<file path="config.mk">
export PLATFORM = sky130hd
export DESIGN_NAME = chip_select_region_interface_type_field
export DESIGN_NICKNAME = d
export VERILOG_FILES = /design/src/verilog/cs_region_pkg.sv /design/src/verilog/chip_select_region_interface_type_field.sv
export VERILOG_INCLUDE_DIRS = /design/src /design/src/verilog
export SDC_FILE = /design/constraint.sdc
export NUM_CORES = 1
export LEC_CHECK = 0
export BUFFER_PORTS_ARGS = -buffer_cell sky130_fd_sc_hd__buf_4
export CELL_PAD_IN_SITES_DETAIL_PLACEMENT = 0
export CELL_PAD_IN_SITES_GLOBAL_PLACEMENT = 1
export CORE_ASPECT_RATIO = 0.5
export CORE_MARGIN = 3
export CORE_UTILIZATION = 40
export CTS_CLUSTER_SIZE = 28
export DETAILED_ROUTE_END_ITERATION = 10
export PLACE_DENSITY_LB_ADDON = 0.1
export SYNTH_ARGS = -nofsm -noshare
export SYNTH_HDL_FRONTEND = slang
export SYNTH_SLANG_ARGS = --single-unit
export TNS_END_PERCENT = 50
</file>
<file path="constraint.sdc">
create_clock -name clk_i -period 8.29 [get_ports clk_i]
set_input_delay 1.2435 -clock clk_i [delete_from_list [all_inputs] [get_ports clk_i]]
set_output_delay 1.2435 -clock clk_i [all_outputs]
set_load 0.02 [all_outputs]
</file>
<file path="src/verilog/cs_region_cfg.svh">
// Constants for the chip-select region and interface-type decoder
`ifndef CS_REGION_CFG_SVH
`define CS_REGION_CFG_SVH
`define PIN_ROLE_CE        2'h0
`define PIN_ROLE_WE        2'h1
`define PIN_ROLE_OE        2'h2
`define PIN_ROLE_ALT       2'h3
`define REGION_BOOT        3'h0
`define REGION_LAST        3'h5
`define INTERFACE_TYPE_FIELD_ASYNC_FAST   4'h0
`define INTERFACE_TYPE_FIELD_ASYNC_SLOW   4'h1
`define INTERFACE_TYPE_FIELD_SYNC_AOE     4'h2
`define INTERFACE_TYPE_FIELD_SYNC_SOE     4'h3
`define INTERFACE_TYPE_FIELD_BURST1_AOE   4'h5
`define INTERFACE_TYPE_FIELD_BURST1_SOE   4'h7
`define INTERFACE_TYPE_FIELD_BURST2       4'h8
`define INTERFACE_TYPE_FIELD_SYNC_EARLY   4'h9
`define BOOT_INTERFACE_TYPE_FIELD_RESET   4'h0
`define BOOT_WAIT_RESET    3'h7
`define MIN_SOE_WAIT       3'h1
`define NUM_REGIONS        6
`define NUM_PINS           12
`endif

</file>
<file path="src/verilog/cs_region_pkg.sv">
// Types shared by the chip-select region decoder
`default_nettype none
package cs_region_pkg;
	typedef logic [3:0] interface_type_field_t;
	typedef logic [2:0] region_t;
	typedef logic [1:0] pin_role_t;
	typedef enum logic [3:0] {
		ST_IDLE = 4'h1,
		ST_WAIT = 4'h2,
		ST_OE   = 4'h4,
		ST_DEAD = 4'h8
	} acc_state_e;
endpackage
`default_nettype wire

</file>
<file path="src/verilog/chip_select_region_interface_type_field.sv">
// Chip-select pin role, region assignment and interface-type decoding
// How it works
// RQ1 - Two-bit role field picks pin function
// RQ2 - Region field matters only for WE/OE pins
// RQ3 - Region codes map boot plus one-five
// RQ4 - Reserved region code keeps pin idle
// RQ5 - Six regions each hold interface type
// RQ6 - Reserved interface type blocks chip select
// RQ7 - Only synchronous types are pipelineable
// RQ8 - Memory latches address when enabled
// RQ9 - Type zero: async, never pipelined
// RQ10 - Type one: dead clock between accesses
// RQ11 - Type two: sync, async output enable
// RQ12 - Early acknowledge still allows output enable
// RQ13 - Type three: one-cycle synchronous output enable
// RQ14 - Sync enable timed with at least one wait
// RQ15 - Type five: burst one, async enable
// RQ16 - Type seven: burst one, sync enable
// RQ17 - Burst memory holds beat until advance
// RQ18 - Boot region resets async, seven waits; the code takes boot waits from wait_states_i as for other regions
// RQ19 - Burst memories are synchronous ones
// RQ20 - Burst one ends by advance, two by last
`timescale 1ns/1ps
`default_nettype none
`include "cs_region_cfg.svh"
module chip_select_region_interface_type_field (
	input  wire logic        clk_i,               // System clock
	input  wire logic        rst_i,               // Synchronous reset, high
	input  wire logic [23:0] pin_role_field_i,    // Two role bits per pin
	input  wire logic [35:0] pin_region_i,        // Three region bits per pin
	input  wire logic [23:0] interface_type_field_i, // Four type bits, regions 1-5 at 4..23
	input  wire logic [3:0]  boot_interface_type_field_i,        // Boot type written by software
	input  wire logic        boot_interface_type_field_wr_i,     // Pulse: load boot type
	input  wire logic [2:0]  wait_states_i,       // Wait states of active region
	input  wire logic [5:0]  region_hit_i,        // Base-address match per region
	input  wire logic        access_start_i,      // Pulse: access begins
	input  wire logic        is_burst_i,          // Access is a burst
	input  wire logic        burst_end_i,         // Pulse: final beat requested
	input  wire logic        transfer_acknowledge_i, // Pulse: access acknowledged
	output logic [5:0]       region_enable_o,     // Chip-select enable per region
	output logic [11:0]      pin_assert_o,        // Per-pin assert, high active
	output logic [5:0]       pipelineable_o,      // Region may be pipelined
	output logic             output_enable_o,     // Output enable strobe
	output logic             burst_advance_control_o, // Burst type 1 end control
	output logic             burst_last_o,        // Burst type 2 last indication
	output logic             busy_o,              // Access in progress
	output logic [3:0]       boot_interface_type_field_o         // Boot region type
);
	// Region code, type validity and type class decoders
	function automatic logic region_valid(input cs_region_pkg::region_t r);
		region_valid = (r <= `REGION_LAST);
	endfunction
	function automatic logic interface_type_field_ok(input cs_region_pkg::interface_type_field_t t);
		interface_type_field_ok = (t <= `INTERFACE_TYPE_FIELD_SYNC_EARLY) && (t != 4'h4) && (t != 4'h6);
	endfunction
	function automatic logic interface_type_field_sync(input cs_region_pkg::interface_type_field_t t);
		interface_type_field_sync = interface_type_field_ok(t) && (t >= `INTERFACE_TYPE_FIELD_SYNC_AOE);
	endfunction

	cs_region_pkg::interface_type_field_t     boot_interface_type_field_q, boot_interface_type_field_d;
	cs_region_pkg::acc_state_e st_q, st_d;
	logic [2:0]                cnt_q, cnt_d;
	logic [2:0]                reg_q, reg_d;
	logic                      burst_q, burst_d;
	logic                      oe_q, oe_d;
	logic                      adv_q, adv_d;
	logic                      last_q, last_d;
	logic [5:0]                en_q, en_d;
	logic [11:0]               pin_q, pin_d;
	logic [5:0]                pipe_q, pipe_d;
	cs_region_pkg::interface_type_field_t     rtype [0:5];
	cs_region_pkg::interface_type_field_t     cur_t;
	logic                      cur_soe;
	logic [2:0]                hit_idx;
	logic                      hit_any;
	logic [5:0]                active;

	// Region type table, boot type held in a register
	assign rtype[0] = boot_interface_type_field_q; // RQ5
	genvar g;
	generate
		for (g = 1; g < `NUM_REGIONS; g++) begin : g_type
			assign rtype[g] = interface_type_field_i[4*g +: 4]; // RQ5
		end
	endgenerate

	// Select the hit region
	always_comb begin
		hit_idx = 3'h0;
		hit_any = 1'b0;
		for (int i = `NUM_REGIONS - 1; i >= 0; i--) begin
			if (region_hit_i[i] && interface_type_field_ok(rtype[i])) begin // RQ6
				hit_idx = 3'(i);
				hit_any = 1'b1;
			end
		end
		cur_t   = rtype[reg_q];
		cur_soe = (cur_t == `INTERFACE_TYPE_FIELD_SYNC_SOE) || (cur_t == `INTERFACE_TYPE_FIELD_BURST1_SOE)
			|| (cur_t == `INTERFACE_TYPE_FIELD_SYNC_EARLY);
	end

	// Access sequencer next state
	always_comb begin
		st_d    = st_q;
		cnt_d   = cnt_q;
		reg_d   = reg_q;
		burst_d = burst_q;
		oe_d    = 1'b0;
		adv_d   = adv_q;
		last_d  = 1'b0;
		case (st_q)
			cs_region_pkg::ST_IDLE: begin
				if (access_start_i && hit_any) begin
					reg_d   = hit_idx;
					burst_d = is_burst_i && (rtype[hit_idx] == `INTERFACE_TYPE_FIELD_BURST1_AOE
						|| rtype[hit_idx] == `INTERFACE_TYPE_FIELD_BURST1_SOE
						|| rtype[hit_idx] == `INTERFACE_TYPE_FIELD_BURST2);
					// Sync enable waits at least one state
					cnt_d   = (wait_states_i < `MIN_SOE_WAIT) ? `MIN_SOE_WAIT
						: wait_states_i; // RQ14
					adv_d   = is_burst_i && (rtype[hit_idx] == `INTERFACE_TYPE_FIELD_BURST1_AOE
						|| rtype[hit_idx] == `INTERFACE_TYPE_FIELD_BURST1_SOE);
					st_d    = cs_region_pkg::ST_WAIT;
				end
			end
			cs_region_pkg::ST_WAIT: begin
				if (cnt_q != 3'h0) begin
					cnt_d = cnt_q - 3'h1;
				end
				// Async enable holds through wait; early acknowledge does not block it
				if (!cur_soe && cur_t != `INTERFACE_TYPE_FIELD_BURST2) begin
					oe_d = 1'b1; // RQ11 RQ12 RQ15
				end
				if (cnt_q == 3'h1 || cnt_q == 3'h0) begin
					st_d = cs_region_pkg::ST_OE;
					oe_d = (cur_t != `INTERFACE_TYPE_FIELD_BURST2); // RQ13 RQ16 RQ18
				end
			end
			cs_region_pkg::ST_OE: begin
				if (!cur_soe && cur_t != `INTERFACE_TYPE_FIELD_BURST2) begin
					oe_d = !transfer_acknowledge_i || !burst_q; // RQ12
				end
				if (burst_q && cur_soe) begin
					oe_d = 1'b1;
				end
				if (burst_end_i && burst_q) begin
					adv_d  = 1'b0; // RQ20
					last_d = (cur_t == `INTERFACE_TYPE_FIELD_BURST2); // RQ20
				end
				if (transfer_acknowledge_i && (!burst_q || burst_end_i)) begin
					adv_d = 1'b0;
					oe_d  = 1'b0;
					st_d  = (cur_t == `INTERFACE_TYPE_FIELD_ASYNC_SLOW) ? cs_region_pkg::ST_DEAD
						: cs_region_pkg::ST_IDLE; // RQ10
				end
			end
			cs_region_pkg::ST_DEAD: begin
				st_d = cs_region_pkg::ST_IDLE; // RQ10
			end
			default: begin
				st_d = cs_region_pkg::ST_IDLE;
			end
		endcase
	end

	// Boot type next value
	always_comb begin
		boot_interface_type_field_d = boot_interface_type_field_wr_i ? boot_interface_type_field_i : boot_interface_type_field_q;
	end

	// Chip enables, pin roles and pipeline flags
	always_comb begin
		active = 6'h0;
		if (st_d != cs_region_pkg::ST_IDLE && st_d != cs_region_pkg::ST_DEAD) begin
			active[reg_d] = 1'b1;
		end
		for (int r = 0; r < `NUM_REGIONS; r++) begin
			en_d[r]   = active[r] && interface_type_field_ok(rtype[r]); // RQ6
			pipe_d[r] = interface_type_field_sync(rtype[r]); // RQ7 RQ9 RQ19
		end
		for (int p = 0; p < `NUM_PINS; p++) begin
			pin_d[p] = 1'b0;
			case (pin_role_field_i[2*p +: 2])
				`PIN_ROLE_CE: begin
					pin_d[p] = (p >= 1 && p <= 5) ? en_d[p] : 1'b0; // RQ1 RQ2
				end
				`PIN_ROLE_WE: begin
					if (region_valid(pin_region_i[3*p +: 3])) begin // RQ3 RQ4
						pin_d[p] = en_d[pin_region_i[3*p +: 3]]; // RQ1
					end
				end
				`PIN_ROLE_OE: begin
					if (region_valid(pin_region_i[3*p +: 3])) begin // RQ3 RQ4
						pin_d[p] = oe_d && active[pin_region_i[3*p +: 3]]; // RQ1
					end
				end
				default: begin
					pin_d[p] = 1'b0; // RQ1
				end
			endcase
		end
	end

	// Register all state
	always_ff @(posedge clk_i) begin
		if (rst_i) begin
			boot_interface_type_field_q <= `BOOT_INTERFACE_TYPE_FIELD_RESET; // RQ18
			st_q         <= cs_region_pkg::ST_IDLE;
			cnt_q        <= 3'h0;
			reg_q        <= 3'h0;
			burst_q      <= 1'b0;
			oe_q         <= 1'b0;
			adv_q        <= 1'b0;
			last_q       <= 1'b0;
			en_q         <= 6'h0;
			pin_q        <= 12'h0;
			pipe_q       <= 6'h0;
		end else begin
			boot_interface_type_field_q <= boot_interface_type_field_d;
			st_q         <= st_d;
			cnt_q        <= cnt_d;
			reg_q        <= reg_d;
			burst_q      <= burst_d;
			oe_q         <= oe_d;
			adv_q        <= adv_d;
			last_q       <= last_d;
			en_q         <= en_d;
			pin_q        <= pin_d;
			pipe_q       <= pipe_d;
		end
	end

	// Outputs from registers
	assign region_enable_o         = en_q;
	assign pin_assert_o            = pin_q;
	assign pipelineable_o          = pipe_q;
	assign output_enable_o         = oe_q;
	assign burst_advance_control_o = adv_q;
	assign burst_last_o            = last_q;
	assign busy_o                  = (st_q != cs_region_pkg::ST_IDLE);
	assign boot_interface_type_field_o            = boot_interface_type_field_q;

	// Pins that cannot carry a chip enable stay quiet in that role
	genvar gp;
	generate
		for (gp = 0; gp < `NUM_PINS; gp++) begin : g_ce_chk
			if (gp == 0 || gp > 5) begin : g_limit

			end
		end
	endgenerate
endmodule
`default_nettype wire

</file>
* Word-level counts from Yosys, hierarchy flattened *
Index checks and enable logic that the tools add are counted.

cells by class
  multiplexer cells = 126
  bitwise logic cells = 4
  equality and inequality tests = 55
  add/subtract/negate cells = 1
  reduce and logical (&&, ||, !) cells = 74
  $lt $le $gt $ge = 41

operators with widths
  operator                                              number
  binary-select mux 1 bit (select 3 bit)                24
  two-way mux 1 bit                                     63
  < comparator 3 x 4 -> 1 bit (second input constant)   13
  logical AND 1 bit                                     51
  != test 4 x 3 -> 1 bit (second input constant)        12
  <= comparator 3 bit (second input constant)           12
  two-way mux 3 bit                                     11
  two-way mux 4 bit                                     8
  binary-select mux 4 bit (select 3 bit)                2
  == test 2 x 1 -> 1 bit (second input constant)        12
  == test 2 bit (second input constant)                 12
  >= comparator 4 x 2 -> 1 bit (second input constant)  6
  <= comparator 4 bit (second input constant)           6
  one-hot mux 1 bit (2 select lines)                    9
  == test 4 x 3 -> 1 bit (second input constant)        4
  one-hot mux 1 bit (3 select lines)                    5
  == test 4 bit (second input constant)                 3
  one-hot mux 4 bit (3 select lines)                    1
  logical NOT 2 bit                                     5
  == test 4 x 1 -> 1 bit (second input constant)        2
  == test 4 x 2 -> 1 bit (second input constant)        2
  >= comparator 4 bit (second input constant)           2
  != test 4 x 1 -> 1 bit (second input constant)        2
  != test 4 bit (second input constant)                 2
  other kinds (19)                                      32

storage, ports and cells
  bits in registers = 42
  input bits = 104
  logic and storage cells = 312
  output and inout bits = 32

* Logic depth before layout (Yosys ltp) *
Gate-level depths: netlist (run 1).

  word-level depth = 23
  mapped depth = 12
  depth with buffers taken out = 10

* Worst setup path before layout (run 1) *
OpenSTA, ideal clock, no wires.

  path kind = input to register
  start = input port interface_type_field_i[8]
  end = register pin_q[5] (netlist: pin_assert_o[5])
  buffers on the path = 1
  library setup time = 103 ps
  data arrival time = 3534 ps
  stages = 10
  required time = 8187 ps
  path slack = 4652 ps
  cell sequence = and2b_2 > a2bb2oi_4 > nand2_2 > o31a_1 > mux2_4 > or3_1 > buf_2 > mux2i_1 > a221oi_1 > a2111oi_2

on the way
  word-level cells in the longest chain between the ends = 20
  elaborated cells between the ends (all ways) = 61
  those cells by class = 3 x order compare; 9 x eq/ne; 31 x mux; 18 x reduce/logical

ends and longest elaborated chain
  item                                                                                                      line                                                                                            source
  start, declared                                                                                           chip_select_region_interface_type_field.sv:31                                                   input wire logic [23:0] interface_type_field_i,
  <= comparator 4 bit (no line) / != test 4 x 3 -> 1 bit (equally long branches)                            -
  logical AND 1 bit (2 in series)                                                                           chip_select_region_interface_type_field.sv:54                                                   interface_type_field_ok = (t <= `INTERFACE_TYPE_FIELD_SYNC_EARLY) && (t != 4'h4) && (t != 4'h6);
  logical AND 1 bit                                                                                         chip_select_region_interface_type_field.sv:92                                                   if (region_hit_i[i] && interface_type_field_ok(rtype[i])) begin
  two-way mux 1 bit (3 in series)                                                                           chip_select_region_interface_type_field.sv:92
  logical AND 1 bit                                                                                         chip_select_region_interface_type_field.sv:113                                                  if (access_start_i && hit_any) begin
  two-way mux 3 bit                                                                                         chip_select_region_interface_type_field.sv:113
  two-way mux 3 bit                                                                                         chip_select_region_interface_type_field.sv:111                                                  case (st_q)
  < comparator 3 x 4 -> 1 bit (implied by the code) / >= comparator 3 x 1 -> 1 bit (equally long branches)  chip_select_region_interface_type_field.sv:175                                                  active[reg_d] = 1'b1;
  logical AND 1 bit (implied by the code)                                                                   chip_select_region_interface_type_field.sv:175
  two-way mux 1 bit (implied by the code)                                                                   chip_select_region_interface_type_field.sv:175
  demux 1 bit (select 3 bit)                                                                                chip_select_region_interface_type_field.sv:175
  two-way mux 6 bit                                                                                         chip_select_region_interface_type_field.sv:174                                                  if (st_d != cs_region_pkg::ST_IDLE && st_d != cs_region_pkg::ST_DEAD) begin
  binary-select mux 1 bit (select 3 bit) / logical AND 1 bit (equally long branches)                        chip_select_region_interface_type_field.sv:194, chip_select_region_interface_type_field.sv:178
  two-way mux 1 bit (implied by the code) / binary-select mux 1 bit (select 3 bit) (equally long branches)  chip_select_region_interface_type_field.sv:194, chip_select_region_interface_type_field.sv:189
  logical AND 1 bit / two-way mux 1 bit (equally long branches)                                             chip_select_region_interface_type_field.sv:194, chip_select_region_interface_type_field.sv:189
  two-way mux 1 bit (on tied branches)                                                                      chip_select_region_interface_type_field.sv:193, chip_select_region_interface_type_field.sv:188
  one-hot mux 1 bit (3 select lines) *                                                                      chip_select_region_interface_type_field.sv:183                                                  case (pin_role_field_i[2*p +: 2])
  end signal, assigned                                                                                      chip_select_region_interface_type_field.sv:228                                                  pin_q <= pin_d;
  end, declared                                                                                             chip_select_region_interface_type_field.sv:69                                                   logic [11:0] pin_q, pin_d;

Mark *: on every way between the ends. The rest lies on a longest branch, timed or not. The select of a mux whose other input is x is not followed.
A chain may end at the register's enable or synchronous reset.

* Worst setup path in the final report (run 1) *
  start = input port interface_type_field_i[21]
  end = register pin_q[4] (netlist: pin_assert_o[4])

on the way
  word-level cells in the longest chain between the ends = 23
  elaborated cells between the ends (all ways) = 67
  those cells by class = 3 x order compare; 9 x eq/ne; 37 x mux; 18 x reduce/logical

ends and longest elaborated chain
  item                                                                                                      line
  <= comparator 4 bit (no line) / != test 4 x 3 -> 1 bit (equally long branches)                            -
  logical AND 1 bit (2 in series)                                                                           chip_select_region_interface_type_field.sv:54
  logical AND 1 bit                                                                                         chip_select_region_interface_type_field.sv:92
  two-way mux 1 bit (6 in series)                                                                           chip_select_region_interface_type_field.sv:92
  logical AND 1 bit                                                                                         chip_select_region_interface_type_field.sv:113
  two-way mux 3 bit                                                                                         chip_select_region_interface_type_field.sv:113
  two-way mux 3 bit                                                                                         chip_select_region_interface_type_field.sv:111
  < comparator 3 x 4 -> 1 bit (implied by the code) / >= comparator 3 x 1 -> 1 bit (equally long branches)  chip_select_region_interface_type_field.sv:175
  logical AND 1 bit (implied by the code)                                                                   chip_select_region_interface_type_field.sv:175
  two-way mux 1 bit (implied by the code)                                                                   chip_select_region_interface_type_field.sv:175
  demux 1 bit (select 3 bit)                                                                                chip_select_region_interface_type_field.sv:175
  two-way mux 6 bit                                                                                         chip_select_region_interface_type_field.sv:174
  binary-select mux 1 bit (select 3 bit) / logical AND 1 bit (equally long branches)                        chip_select_region_interface_type_field.sv:194, chip_select_region_interface_type_field.sv:178
  two-way mux 1 bit (implied by the code) / binary-select mux 1 bit (select 3 bit) (equally long branches)  chip_select_region_interface_type_field.sv:194, chip_select_region_interface_type_field.sv:189
  logical AND 1 bit / two-way mux 1 bit (equally long branches)                                             chip_select_region_interface_type_field.sv:194, chip_select_region_interface_type_field.sv:189
  two-way mux 1 bit (on tied branches)                                                                      chip_select_region_interface_type_field.sv:193, chip_select_region_interface_type_field.sv:188
  one-hot mux 1 bit (3 select lines) *                                                                      chip_select_region_interface_type_field.sv:183

Marks and branches as above.

==> run summary, run 1 <==
* 850 ps — delay of the slowest cell on the worst path
* 0 — count of yosys warnings during synthesis
* pin_assert_o[4]$_SDFF_PP0_ — Reg2Reg Capture Point
* 0 — gr ovfl total
* 79.79 um — Vert. Die Dim
* 4080 ps — setup slack on the worst flop-to-flop path
* sky130_fd_sc_hd__dfxtp_1 — most used flip-flop cell after synthesis
* 0 — Post-route DRC
* 14030 um — final routed wirelength across all metal layers
* pin_assert_o[4]$_SDFF_PP0_ — end point of the critical path
* reg2reg — Hold Crit Class
* 0.005604 mm2 — final cell area excluding filler cells
* 0 — Antenna Nets Post-Route
* input port — crit path launch type
* 503.9 ps — final hold slack
* 17.44 um — detail-routed net length per standard cell
* 0.01041 mm2 — core region area
* 547 — synthesized instance count
* 22560 um — first-pass GRT wire length
* 7.962 um2 — post-synthesis area per instance
* 5.867 — Vias per Instance
* 5040 ps — worst path arrival time
* 0.2741 — share of cells above drive strength 1
* 81 — number of distinct library cells after synthesis
* 0.005441 mm2 — Cell Area, Placed
* simple AND/OR/NAND/NOR gates — cell type group with the largest total delay on the critical path
* 51.31 uV — maximum resistive drop on vdd
* 10620 um — detailed placer's ending HPWL
* 60 ps — clock slew seen by the registers of the worst setup and hold paths
* 0 — number of hold violations in the final report
* 128.0 mW/mm2 — P per Cell Area
* 290 ps — clock insertion delay at the later pin of the skew report
* 0 — quantity of hold-fixing buffers added after cts
* 13 — Critical Path Fanout Max
* 1054 ps — transition time at the pin with the least slew margin
* met2 — most heavily used metal layer in global routing
* 0.2061 GHz — maximum clock frequency
* 0.9040 — placer congestion estimate
* 0 — share of synthesized flip-flops with an asynchronous set or reset
* 4717 — routed via count
* flop — category of the worst setup path capture point
* 996 — fill cell count
* in2reg — category of the critical setup timing path
* sky130_fd_sc_hd__clkbuf_16 — CTS Root Cell
* 9 — R2R cell count
* 0 — Final Max Tran Viols
* complete, no violations — result of the run
* 131 — count of buffers from port buffering
* 42 — Synth Register Bits
* 676 — synthesized netlist net count
* 0 ps — setup total negative slack
* 11 — number of cells on the critical path
* 4396 — number of global-route vias before repair
* 0 — # setup viols final
* 0.1930 — register area share after synthesis
* 0.3232 — global routing usage on met1
* 6 — Pre-antenna DRT Iters
* 0 — diode insertion count for antenna repair
* 153.6 um — die boundary width
* 0.01225 mm2 — floorplan die area
* false — unrepaired setup endpoints after global routing
* 52 — maximum number of pins on one net before global-route repair
* 2 — CTS max path bufs
* 4852 ps — final period demand of the worst path
* 0 — number of setup buffers added after CTS
* sky130_fd_sc_hd__nor3_2 — Critical-path top delay cell
* 28.67% — area added between synthesis and finish
* 0.2935 — max-slew headroom at the worst pin
* 717.2 uW — Total Power
* 8480 ps — critical path data required time
* 0 — EDFF count, synth
* 42 — CTS sink count
* 0 — number of max-cap violations
* 0.4184 — effective utilization at floorplan
* 0.5383 — Util after Layout
* 2.321 nW — Leakage
* 345 — Starting DRT DRC Count
* boot_interface_type_field_o[3]$_SDFFE_PP0P_ — start of the worst register-to-register path
* interface_type_field_i[21] — Critical Path Start
* 2 — worst path bufs/invs
* 2 — depth of the CTS H-tree
* 136 — number of top-level pins
* 792 — post-layout net count
* 5 — number of clock buffers inserted by TritonCTS
* 0.5853 — post-route clock period utilization
* done — CTS tree
* 0 — antenna violations before repair
* 0.3424 — met2 track demand over resource in global routing
* 7.434 ps — worst setup skew after layout
* 0.05739 — M3 GR Usage
* 26 — Row Count
* 0.2246 — Total GRT Usage
* 0 — post-CTS sizing
* 0.004355 mm2 — Netlist Area Pre-Place
* buf_4 -> o21ai_1 -> and2_1 -> nand3_1 -> a31oi_1 -> mux2i_1 -> buf_4 -> nor3_2 -> nand3_1 -> a311o_1 -> a2111oi_2 — Critical Path, Cell by Cell
metrics by stage:
step	setup slack, ps	instances
global route	3172	804
floorplan	4652	547
finish	3438	804
global placement	3230	796
CTS	3530	804
detailed placement	3228	796
power by group:
part / leakage, nW / switching, mW / total, mW / internal, mW
Sequential: 0.343 / 0.0101 / 0.221 / 0.211
Combinational: 1.90 / 0.147 / 0.266 / 0.119
Clock: 0.0781 / 0.0869 / 0.230 / 0.143
Total: 2.32 / 0.244 / 0.717 / 0.473
layout make-up:
| type | count | area, um2 | area share |
|---|---|---|---|
| clock buffers | 7 | 132.6 | 0.02367 |
| clock inverters | 1 | 30.03 | 0.005358 |
| inverters | 25 | 93.84 | 0.01674 |
| multi-input cells | 454 | 3318 | 0.5921 |
| flip-flops and latches | 42 | 840.8 | 0.1500 |
| well taps | 140 | 175.2 | 0.03126 |
| repair buffers | 135 | 1013 | 0.1808 |
synth_stat cells (all sizes together), types with 13 or more instances:
| cell | instances | area share |
|---|---|---|
| nand2 | 19 | 0.018 |
| inv | 25 | 0.022 |
| nor2 | 60 | 0.052 |
| xnor2 | 17 | 0.034 |
| buf | 13 | 0.014 |
| mux2i | 25 | 0.057 |
| dfxtp | 42 | 0.19 |
| nand4 | 13 | 0.019 |
| nor3 | 26 | 0.031 |
| a21oi | 38 | 0.045 |
| clkbuf | 13 | 0.011 |
| o21ai | 22 | 0.030 |
| nand2b | 14 | 0.020 |
| nand3 | 18 | 0.021 |
| ha | 25 | 0.072 |
worst min-delay path by stage:
stage,startpoint,to,slack (ps),cells after the start
2_1_floorplan,cnt_q[2]$_SDFFE_PP0P_,cnt_q[2]$_SDFFE_PP0P_,480,2
3_3_place_gp,cnt_q[1]$_SDFFE_PP0P_,cnt_q[1]$_SDFFE_PP0P_,490,2
3_5_place_dp,cnt_q[1]$_SDFFE_PP0P_,cnt_q[1]$_SDFFE_PP0P_,500,2
4_1_cts,cnt_q[1]$_SDFFE_PP0P_,cnt_q[1]$_SDFFE_PP0P_,500,2
5_1_grt,cnt_q[1]$_SDFFE_PP0P_,cnt_q[1]$_SDFFE_PP0P_,540,2
6_report,cnt_q[1]$_SDFFE_PP0P_,cnt_q[1]$_SDFFE_PP0P_,500,2
flip-flops by register name (all words and copies together) (netlist names), 3 cells and up:
| register | cells |
|---|---|
| region_enable_o | 6 |
| cnt_q | 3 |
| st_q | 4 |
| pin_assert_o | 12 |
| pipelineable_o | 6 |
| reg_q | 3 |
| boot_interface_type_field_o | 4 |
worst register-to-register path: cells and delay by family, from the launching register on:
family / cells / cell delay [ps]
compound gates: 6 / 2230
simple gates: 3 / 1370
flops: 1 / 510
layout by cell type, fill, tap and decap left out, drive strengths merged, types with 4 or more instances in the layout:
cell	instances
o21a	5
buf	135
a31oi	5
nor3b	9
nor4b	8
mux2i	25
and3	4
ha	25
nor3	26
inv	25
or3	9
o211ai	6
o22ai	9
nand3	18
nor2	60
o32ai	6
nand4	13
nand2	19
xnor2	17
a22o	6
clkbuf	7
a221oi	4
a211oi	5
mux2	9
nor4	6
dfxtp	42
a21oi	38
a41oi	7
mux4	4
nand3b	4
nor2b	9
nand2b	14
o21ai	22
a2111oi	4
layer usage:
layer / wire length [um] / part of all wire
met5: 0 / 0
met4: 144 / 0.010
met3: 1221 / 0.087
met2: 5764 / 0.41
met1: 6895 / 0.49
cell families (layout without fill, tap and decap cells):
| group | count (synthesis) | count (layout) | share of synthesized area |
|---|---|---|---|
| flip-flops | 42 | 42 | 0.1930 |
| AO/OA/AOI/OAI | 154 | 154 | 0.2637 |
| XOR/XNOR | 20 | 20 | 0.04022 |
| buffers and inverters | 51 | 168 | 0.04625 |
| AND/OR/NAND/NOR | 217 | 217 | 0.2827 |
| adder cells (fa/ha/maj) | 25 | 25 | 0.07182 |
| multiplexers | 38 | 38 | 0.1023 |
Power figures use the tool's default switching activity.
==> run 2, diff against run 1 <==
--- a/config.mk
+++ b/config.mk
@@ -11,7 +11,7 @@
 export CELL_PAD_IN_SITES_GLOBAL_PLACEMENT = 1
 export CORE_ASPECT_RATIO = 0.5
 export CORE_MARGIN = 3
-export CORE_UTILIZATION = 40
+export CORE_UTILIZATION = 38
 export CTS_CLUSTER_SIZE = 28
 export DETAILED_ROUTE_END_ITERATION = 10
 export PLACE_DENSITY_LB_ADDON = 0.1
==> constraint.sdc (replaced) <==
create_clock -name clk_i -period 4.7 [get_ports clk_i]
set_input_delay 0.705 -clock clk_i [delete_from_list [all_inputs] [get_ports clk_i]]
set_output_delay 0.705 -clock clk_i [all_outputs]
set_load 0.02 [all_outputs]
==> run summary, run 2 (synthesized netlist as in run 1, its figures left out) <==
* complete, no violations — result of the run
* 17 — Critical Path Fanout Max, +4
* 26 — Row Count, unchanged
* 10.84 ps — worst setup skew after layout, +3.404 ps
* 17.70 um — detail-routed net length per standard cell, +1.5%
* 157.4 um — die boundary width, +2.5%
* 5 — number of clock buffers inserted by TritonCTS, unchanged
* 52 — maximum number of pins on one net before global-route repair, unchanged
* in2reg — category of the critical setup timing path
* 7 — Pre-antenna DRT Iters, +1
* 0.005627 mm2 — final cell area excluding filler cells, +0.40%
* 0 — gr ovfl total, unchanged
* 0.3563 — switching part of the total, +0.01582
* 0.4082 — effective utilization at floorplan, -0.01020
* 797 — post-layout net count, +0.63%
* 0 — Post-route DRC, unchanged
* 0 — number of hold violations in the final report, unchanged
* 365 — Starting DRT DRC Count, +5.8%
* done — CTS tree
* 0 — number of max-cap violations, unchanged
* 4752 — routed via count, +0.74%
* 0 — antenna violations before repair, unchanged
* 0 — diode insertion count for antenna repair, unchanged
* 0.01286 mm2 — floorplan die area, +5.0%
* 1.239 mW — Total Power, +73%
* 0.2800 GHz — maximum clock frequency
* sky130_fd_sc_hd__buf_4 — most common cell after layout, fill and taps aside
* 122.9 uV — maximum resistive drop on vdd, +140%
* 12 — flip-flop count of the largest register, all copies and words added, unchanged
* 5.874 — Vias per Instance, +0.12%
* 0 — Antenna Nets Post-Route, unchanged
* 131 — count of buffers from port buffering, unchanged
* 580 ps — delay of the slowest cell on the worst path, -270 ps
* input port — crit path launch type
* 0 — quantity of hold-fixing buffers added after cts, unchanged
* 29.19% — area added between synthesis and finish
* 300 ps — clock insertion delay at the later pin of the skew report, about the same
* reg2reg — Hold Crit Class
* 2.342 nW — Leakage, +0.92%
* 3770 ps — worst path arrival time, -1270 ps
* 10990 um — detailed placer's ending HPWL, +3.5%
* 0.314 — proportion of power drawn by flip-flops and latches, +0.006
* 4890 ps — critical path data required time, -3590 ps
* 0.2223 — Total GRT Usage, -0.002258
* 4426 — number of global-route vias before repair, +0.68%
* 0 — post-CTS sizing, unchanged
* buf_4 -> nand2b_1 -> a21oi_2 -> nand2_2 -> a32o_2 -> a2111oi_4 -> nand3_1 -> o22ai_1 -> a221oi_1 -> a2111oi_2 — Critical Path, Cell by Cell
* 0.7598 — post-route clock period utilization
* 42 — CTS sink count, unchanged
* 2 — depth of the CTS H-tree, unchanged
* 0 ps — setup total negative slack, unchanged
* 0.01067 mm2 — core region area, +2.5%
* 441.5 uW — Sw Pwr, +81%
* 0.384 — fraction of power consumed by combinational cells, +0.013
* 0 — # setup viols final, unchanged
* 797.7 uW — P_int, +69%
* 0 — number of setup buffers added after CTS, unchanged
* 0.8925 — placer congestion estimate, -1.3%
* 512.2 ps — final hold slack, +8.350 ps
* 0 — Final Max Tran Viols, unchanged
* 70 ps — clock slew seen by the registers of the worst setup and hold paths, about the same
* flop — category of the worst setup path capture point
* 2 — CTS max path bufs, unchanged
* 857.7 ps — transition time at the pin with the least slew margin, -196.3 ps
* 81.70 um — Vert. Die Dim, +2.4%
* 136 — number of top-level pins, unchanged
* sky130_fd_sc_hd__a2111oi_4 — Critical-path top delay cell
* false — unrepaired setup endpoints after global routing
* 0.4233 — max-slew headroom at the worst pin, +0.1298
* 0.302 — relative contribution of the clock network to total power, -0.018
* sky130_fd_sc_hd__clkbuf_16 — CTS Root Cell
* 22810 um — first-pass GRT wire length, +1.1%
* 14320 um — final routed wirelength across all metal layers, +2.1%
* 0.005479 mm2 — Cell Area, Placed, +0.69%
* sky130_fd_sc_hd__buf_4, sky130_fd_sc_hd__nor2_1, sky130_fd_sc_hd__dfxtp_1 — most used cells in the layout excluding fill and tap cells
* 3571 ps — final period demand of the worst path
* 220.3 mW/mm2 — P per Cell Area, +72%
* 0.2810 — share of cells above drive strength 1, +0.006920
[run 2: changes by cell type in the layout (fill, tap and decap cells not counted)]
cell / delta
sky130_fd_sc_hd__buf_4: +5
sky130_fd_sc_hd__bufinv_16: -1
sky130_fd_sc_hd__clkbuf_1: -1
sky130_fd_sc_hd__clkbuf_8: +1
sky130_fd_sc_hd__clkinv_2: +1
[run 2: routing by layer]
layer	vias to the layer above	part of all wire	routed length, um	global-route usage
met5	-	0	0	0
met4	0	0.0075	108	0.04242
met3	14	0.079	1133	0.05211
met2	180	0.42	6014	0.3504
met1	2225	0.49	7063	0.3129
li1	2333	-	-	-
[run 2: layout make-up]
class / count / area [um2]
clock inverters: 1 / 5.005
fillers: 1046 / 5044
flip-flops and latches: 42 / 840.8
inverters: 25 / 93.84
well taps: 140 / 175.2
repair buffers: 140 / 1051
multi-input cells: 454 / 3318
clock buffers: 7 / 142.6
[run 2: final timing paths]
path	from	endpoint	slack, ps	depth (start not counted)
worst max-delay path	interface_type_field_i[12]	pin_assert_o[5]$_SDFF_PP0_	1130	10
worst min-delay path	cnt_q[2]$_SDFFE_PP0P_	cnt_q[2]$_SDFFE_PP0P_	510	2
worst max register to register	boot_interface_type_field_o[3]$_SDFFE_PP0P_	pin_assert_o[4]$_SDFF_PP0_	1190	10
worst min register to register	cnt_q[2]$_SDFFE_PP0P_	cnt_q[2]$_SDFFE_PP0P_	510	2
[run 2: per-stage QoR]
stage / utilization / cells / setup WS (ps)
global placement: 0.5135 / 801 / 864.8
detailed placement: 0.5135 / 801 / 832.4
finish: 0.5273 / 809 / 1129
floorplan: - / 547 / 1601
CTS: 0.5273 / 809 / 1144
global route: 0.5273 / 809 / 962.9
[run 2: power groups by stage]
stage | registers [mW] | clock network [mW] | logic, mW
after floorplan | 0.404 | 0 | 0.279
after global placement | 0.397 | 0 | 0.467
after detailed placement | 0.398 | 0 | 0.471
after CTS | 0.389 | 0.383 | 0.473
after global routing | 0.392 | 0.396 | 0.525
final | 0.390 | 0.374 | 0.476
[run 2: worst max-delay path, delay by kind of cell]
| kind | cells | cell delay, ps |
|---|---|---|
| buffers and inverters | 1 | 120 |
| AOI/OAI and AO/OA | 6 | 2100 |
| and+or+nand+nor | 3 | 820 |
==> run 3, diff against run 2 <==
==> constraint.sdc (replaced) <==
create_clock -name clk_i -period 3.3 [get_ports clk_i]
set_input_delay 0.495 -clock clk_i [delete_from_list [all_inputs] [get_ports clk_i]]
set_output_delay 0.495 -clock clk_i [all_outputs]
set_load 0.02 [all_outputs]
==> run summary, run 3 (synthesized netlist as in run 1, its figures left out) <==
* complete, no violations — result of the run
* sky130_fd_sc_hd__buf_4 — most common cell after layout, fill and taps aside
* 0 — antenna violations before repair, unchanged
* interface_type_field_i[18] — Worst Min Path Start
* 0.4082 — effective utilization at floorplan, unchanged
* 0.2212 — Total GRT Usage, -0.001134
* 1055 — fill cell count, +0.86%
* 33.96% — area added between synthesis and finish
* 42 — CTS sink count, unchanged
* 0 — number of hold violations in the final report, unchanged
* 2 — depth of the CTS H-tree, unchanged
* 52 — maximum number of pins on one net before global-route repair, unchanged
* st_q[0]$_SDFF_PP1_ — Critical Path Start
* 300 ps — clock insertion delay at the later pin of the skew report, about the same
* flop — crit path launch type
* 4811 — routed via count, +1.2%
* 6 — Critical Path Fanout Max, -11
* 0 — Antenna Nets Post-Route, unchanged
* reg2reg — category of the critical setup timing path
* 14460 um — final routed wirelength across all metal layers, +1.0%
* 0 — Final Max Tran Viols, unchanged
* 157.4 um — die boundary width, unchanged
* 834 — final std cells w/o fill, +3.1%
* 0 — number of max-cap violations, unchanged
* 0 ps — setup total negative slack, unchanged
* sky130_fd_sc_hd__clkbuf_16 — CTS Root Cell
* 0.8981 — post-route clock period utilization
* 2 — CTS max path bufs, unchanged
* false — unrepaired setup endpoints after global routing
* 345 — Starting DRT DRC Count, -5.5%
* 142.3 uV — maximum resistive drop on vdd, +16%
* 3510 ps — critical path data required time, -1380 ps
* 0 — quantity of hold-fixing buffers added after cts, unchanged
* 0.3374 GHz — maximum clock frequency
* done — CTS tree
* 17.34 um — detail-routed net length per standard cell, -2.0%
* 0.005834 mm2 — final cell area excluding filler cells, +3.7%
* 70 ps — clock slew seen by the registers of the worst setup and hold paths, about the same
* 586.6 ps — transition time at the pin with the least slew margin, -271.1 ps
* 0 — diode insertion count for antenna repair, unchanged
* 12 — flip-flop count of the largest register, all copies and words added, unchanged
* 26 — Row Count, unchanged
* 0.01286 mm2 — floorplan die area, unchanged
* 0 — number of setup buffers added after CTS, unchanged
* 5.769 — Vias per Instance, -1.8%
* 319.8 mW/mm2 — P per Cell Area, +45%
* 0.8686 — placer congestion estimate, -2.7%
* 2964 ps — final period demand of the worst path
* 0 — Post-route DRC, unchanged
* sky130_fd_sc_hd__buf_4, sky130_fd_sc_hd__nor2_1, sky130_fd_sc_hd__dfxtp_1 — most used cells in the layout excluding fill and tap cells
* 0.6090 — max-slew headroom at the worst pin, +0.1856
* 822 — post-layout net count, +3.1%
* 0.3069 — share of cells above drive strength 1, +0.02590
* 826 — number of placed instances with taps included, +3.1%
* 131 — count of buffers from port buffering, unchanged
* 6.399 ps — worst setup skew after layout, -4.439 ps
* 81.70 um — Vert. Die Dim, unchanged
* in2reg — Hold Crit Class
* 0.005667 mm2 — Cell Area, Placed, +3.4%
* 5 — number of clock buffers inserted by TritonCTS, unchanged
* 22710 um — first-pass GRT wire length, -0.43%
* 2.467 nW — Leakage, +5.3%
* st_q[0]$_SDFF_PP1_ — start of the worst register-to-register path
* 0 — gr ovfl total, unchanged
* 11210 um — detailed placer's ending HPWL, +2.0%
* 136 — number of top-level pins, unchanged
* 0.01067 mm2 — core region area, unchanged
* flop — category of the worst setup path capture point
* 3170 ps — worst path arrival time, -600 ps
* 0 — # setup viols final, unchanged
* 5 — Pre-antenna DRT Iters, -2
* 4457 — number of global-route vias before repair, +0.70%
==> run 3: per-layer routing <==
| metal | vias to the layer above | track usage | wire (um) |
|---|---|---|---|
| li1 | 2380 | - | - |
| met2 | 162 | 0.3397 | 6061 |
| met3 | 10 | 0.04579 | 1018 |
| met4 | 0 | 0.04156 | 109 |
| met1 | 2259 | 0.3217 | 7275 |
| met5 | - | 0 | 0 |
==> run 3: power breakdown <==
group	total, mW	internal, mW	switching, mW	leakage, nW
clock network	0.597	0.358	0.238	0.0771
logic	0.718	0.335	0.383	2.05
registers	0.552	0.530	0.0217	0.343
total	1.87	1.22	0.643	2.47
==> run 3: worst max-delay path: stages (launching register included) <==
cell and delay [ps]:
sky130_fd_sc_hd__dfxtp_1 480, sky130_fd_sc_hd__nor4b_4 290, sky130_fd_sc_hd__nand2_1 160, sky130_fd_sc_hd__a41oi_1 360
sky130_fd_sc_hd__nor2_1 120, sky130_fd_sc_hd__or2_2 330, sky130_fd_sc_hd__or3_1 460, sky130_fd_sc_hd__buf_4 190
sky130_fd_sc_hd__o211ai_1 160, sky130_fd_sc_hd__a21oi_1 90, sky130_fd_sc_hd__o32ai_1 250
==> run 3: final timing paths <==
path | to | slack [ps] | cells past startpoint
max | pin_assert_o[8]$_SDFF_PP0_ | 340 | 10
min | pipelineable_o[4]$_SDFF_PP0_ | 420 | 2
max reg2reg | pin_assert_o[8]$_SDFF_PP0_ | 340 | 10
min reg2reg | cnt_q[1]$_SDFFE_PP0P_ | 510 | 2
==> run 3: layout make-up <==
class / count / area [um2] / area share
multi-input combinational: 454 / 3319 / 0.5689
timing repair buffer: 165 / 1239 / 0.2123
clock inverter: 2 / 37.54 / 0.006434
inverter: 25 / 93.84 / 0.01608
tap: 140 / 175.2 / 0.03002
clock buffer: 6 / 128.9 / 0.02209
sequential: 42 / 840.8 / 0.1441
==> run 3: what timing repair did <==
item / 4_1_cts / 5_1_grt
resized for setup: 0 / 1
hold endpoints to repair: 0 / 0
setup endpoints to repair: 0 / 1
==> run 3: stage by stage <==
step	util	hold slack (ps)	worst slack (ps)	power, mW
6_report	0.5468	417.4	336.2	1.866
5_1_grt	0.5468	424.4	44.42	1.966
4_1_cts	0.5467	415.1	319.8	1.874
3_5_place_dp	0.5311	501.1	123.6	1.270
3_3_place_gp	0.5311	487.8	111.3	1.268
2_1_floorplan	-	477.3	410.2	0.9734
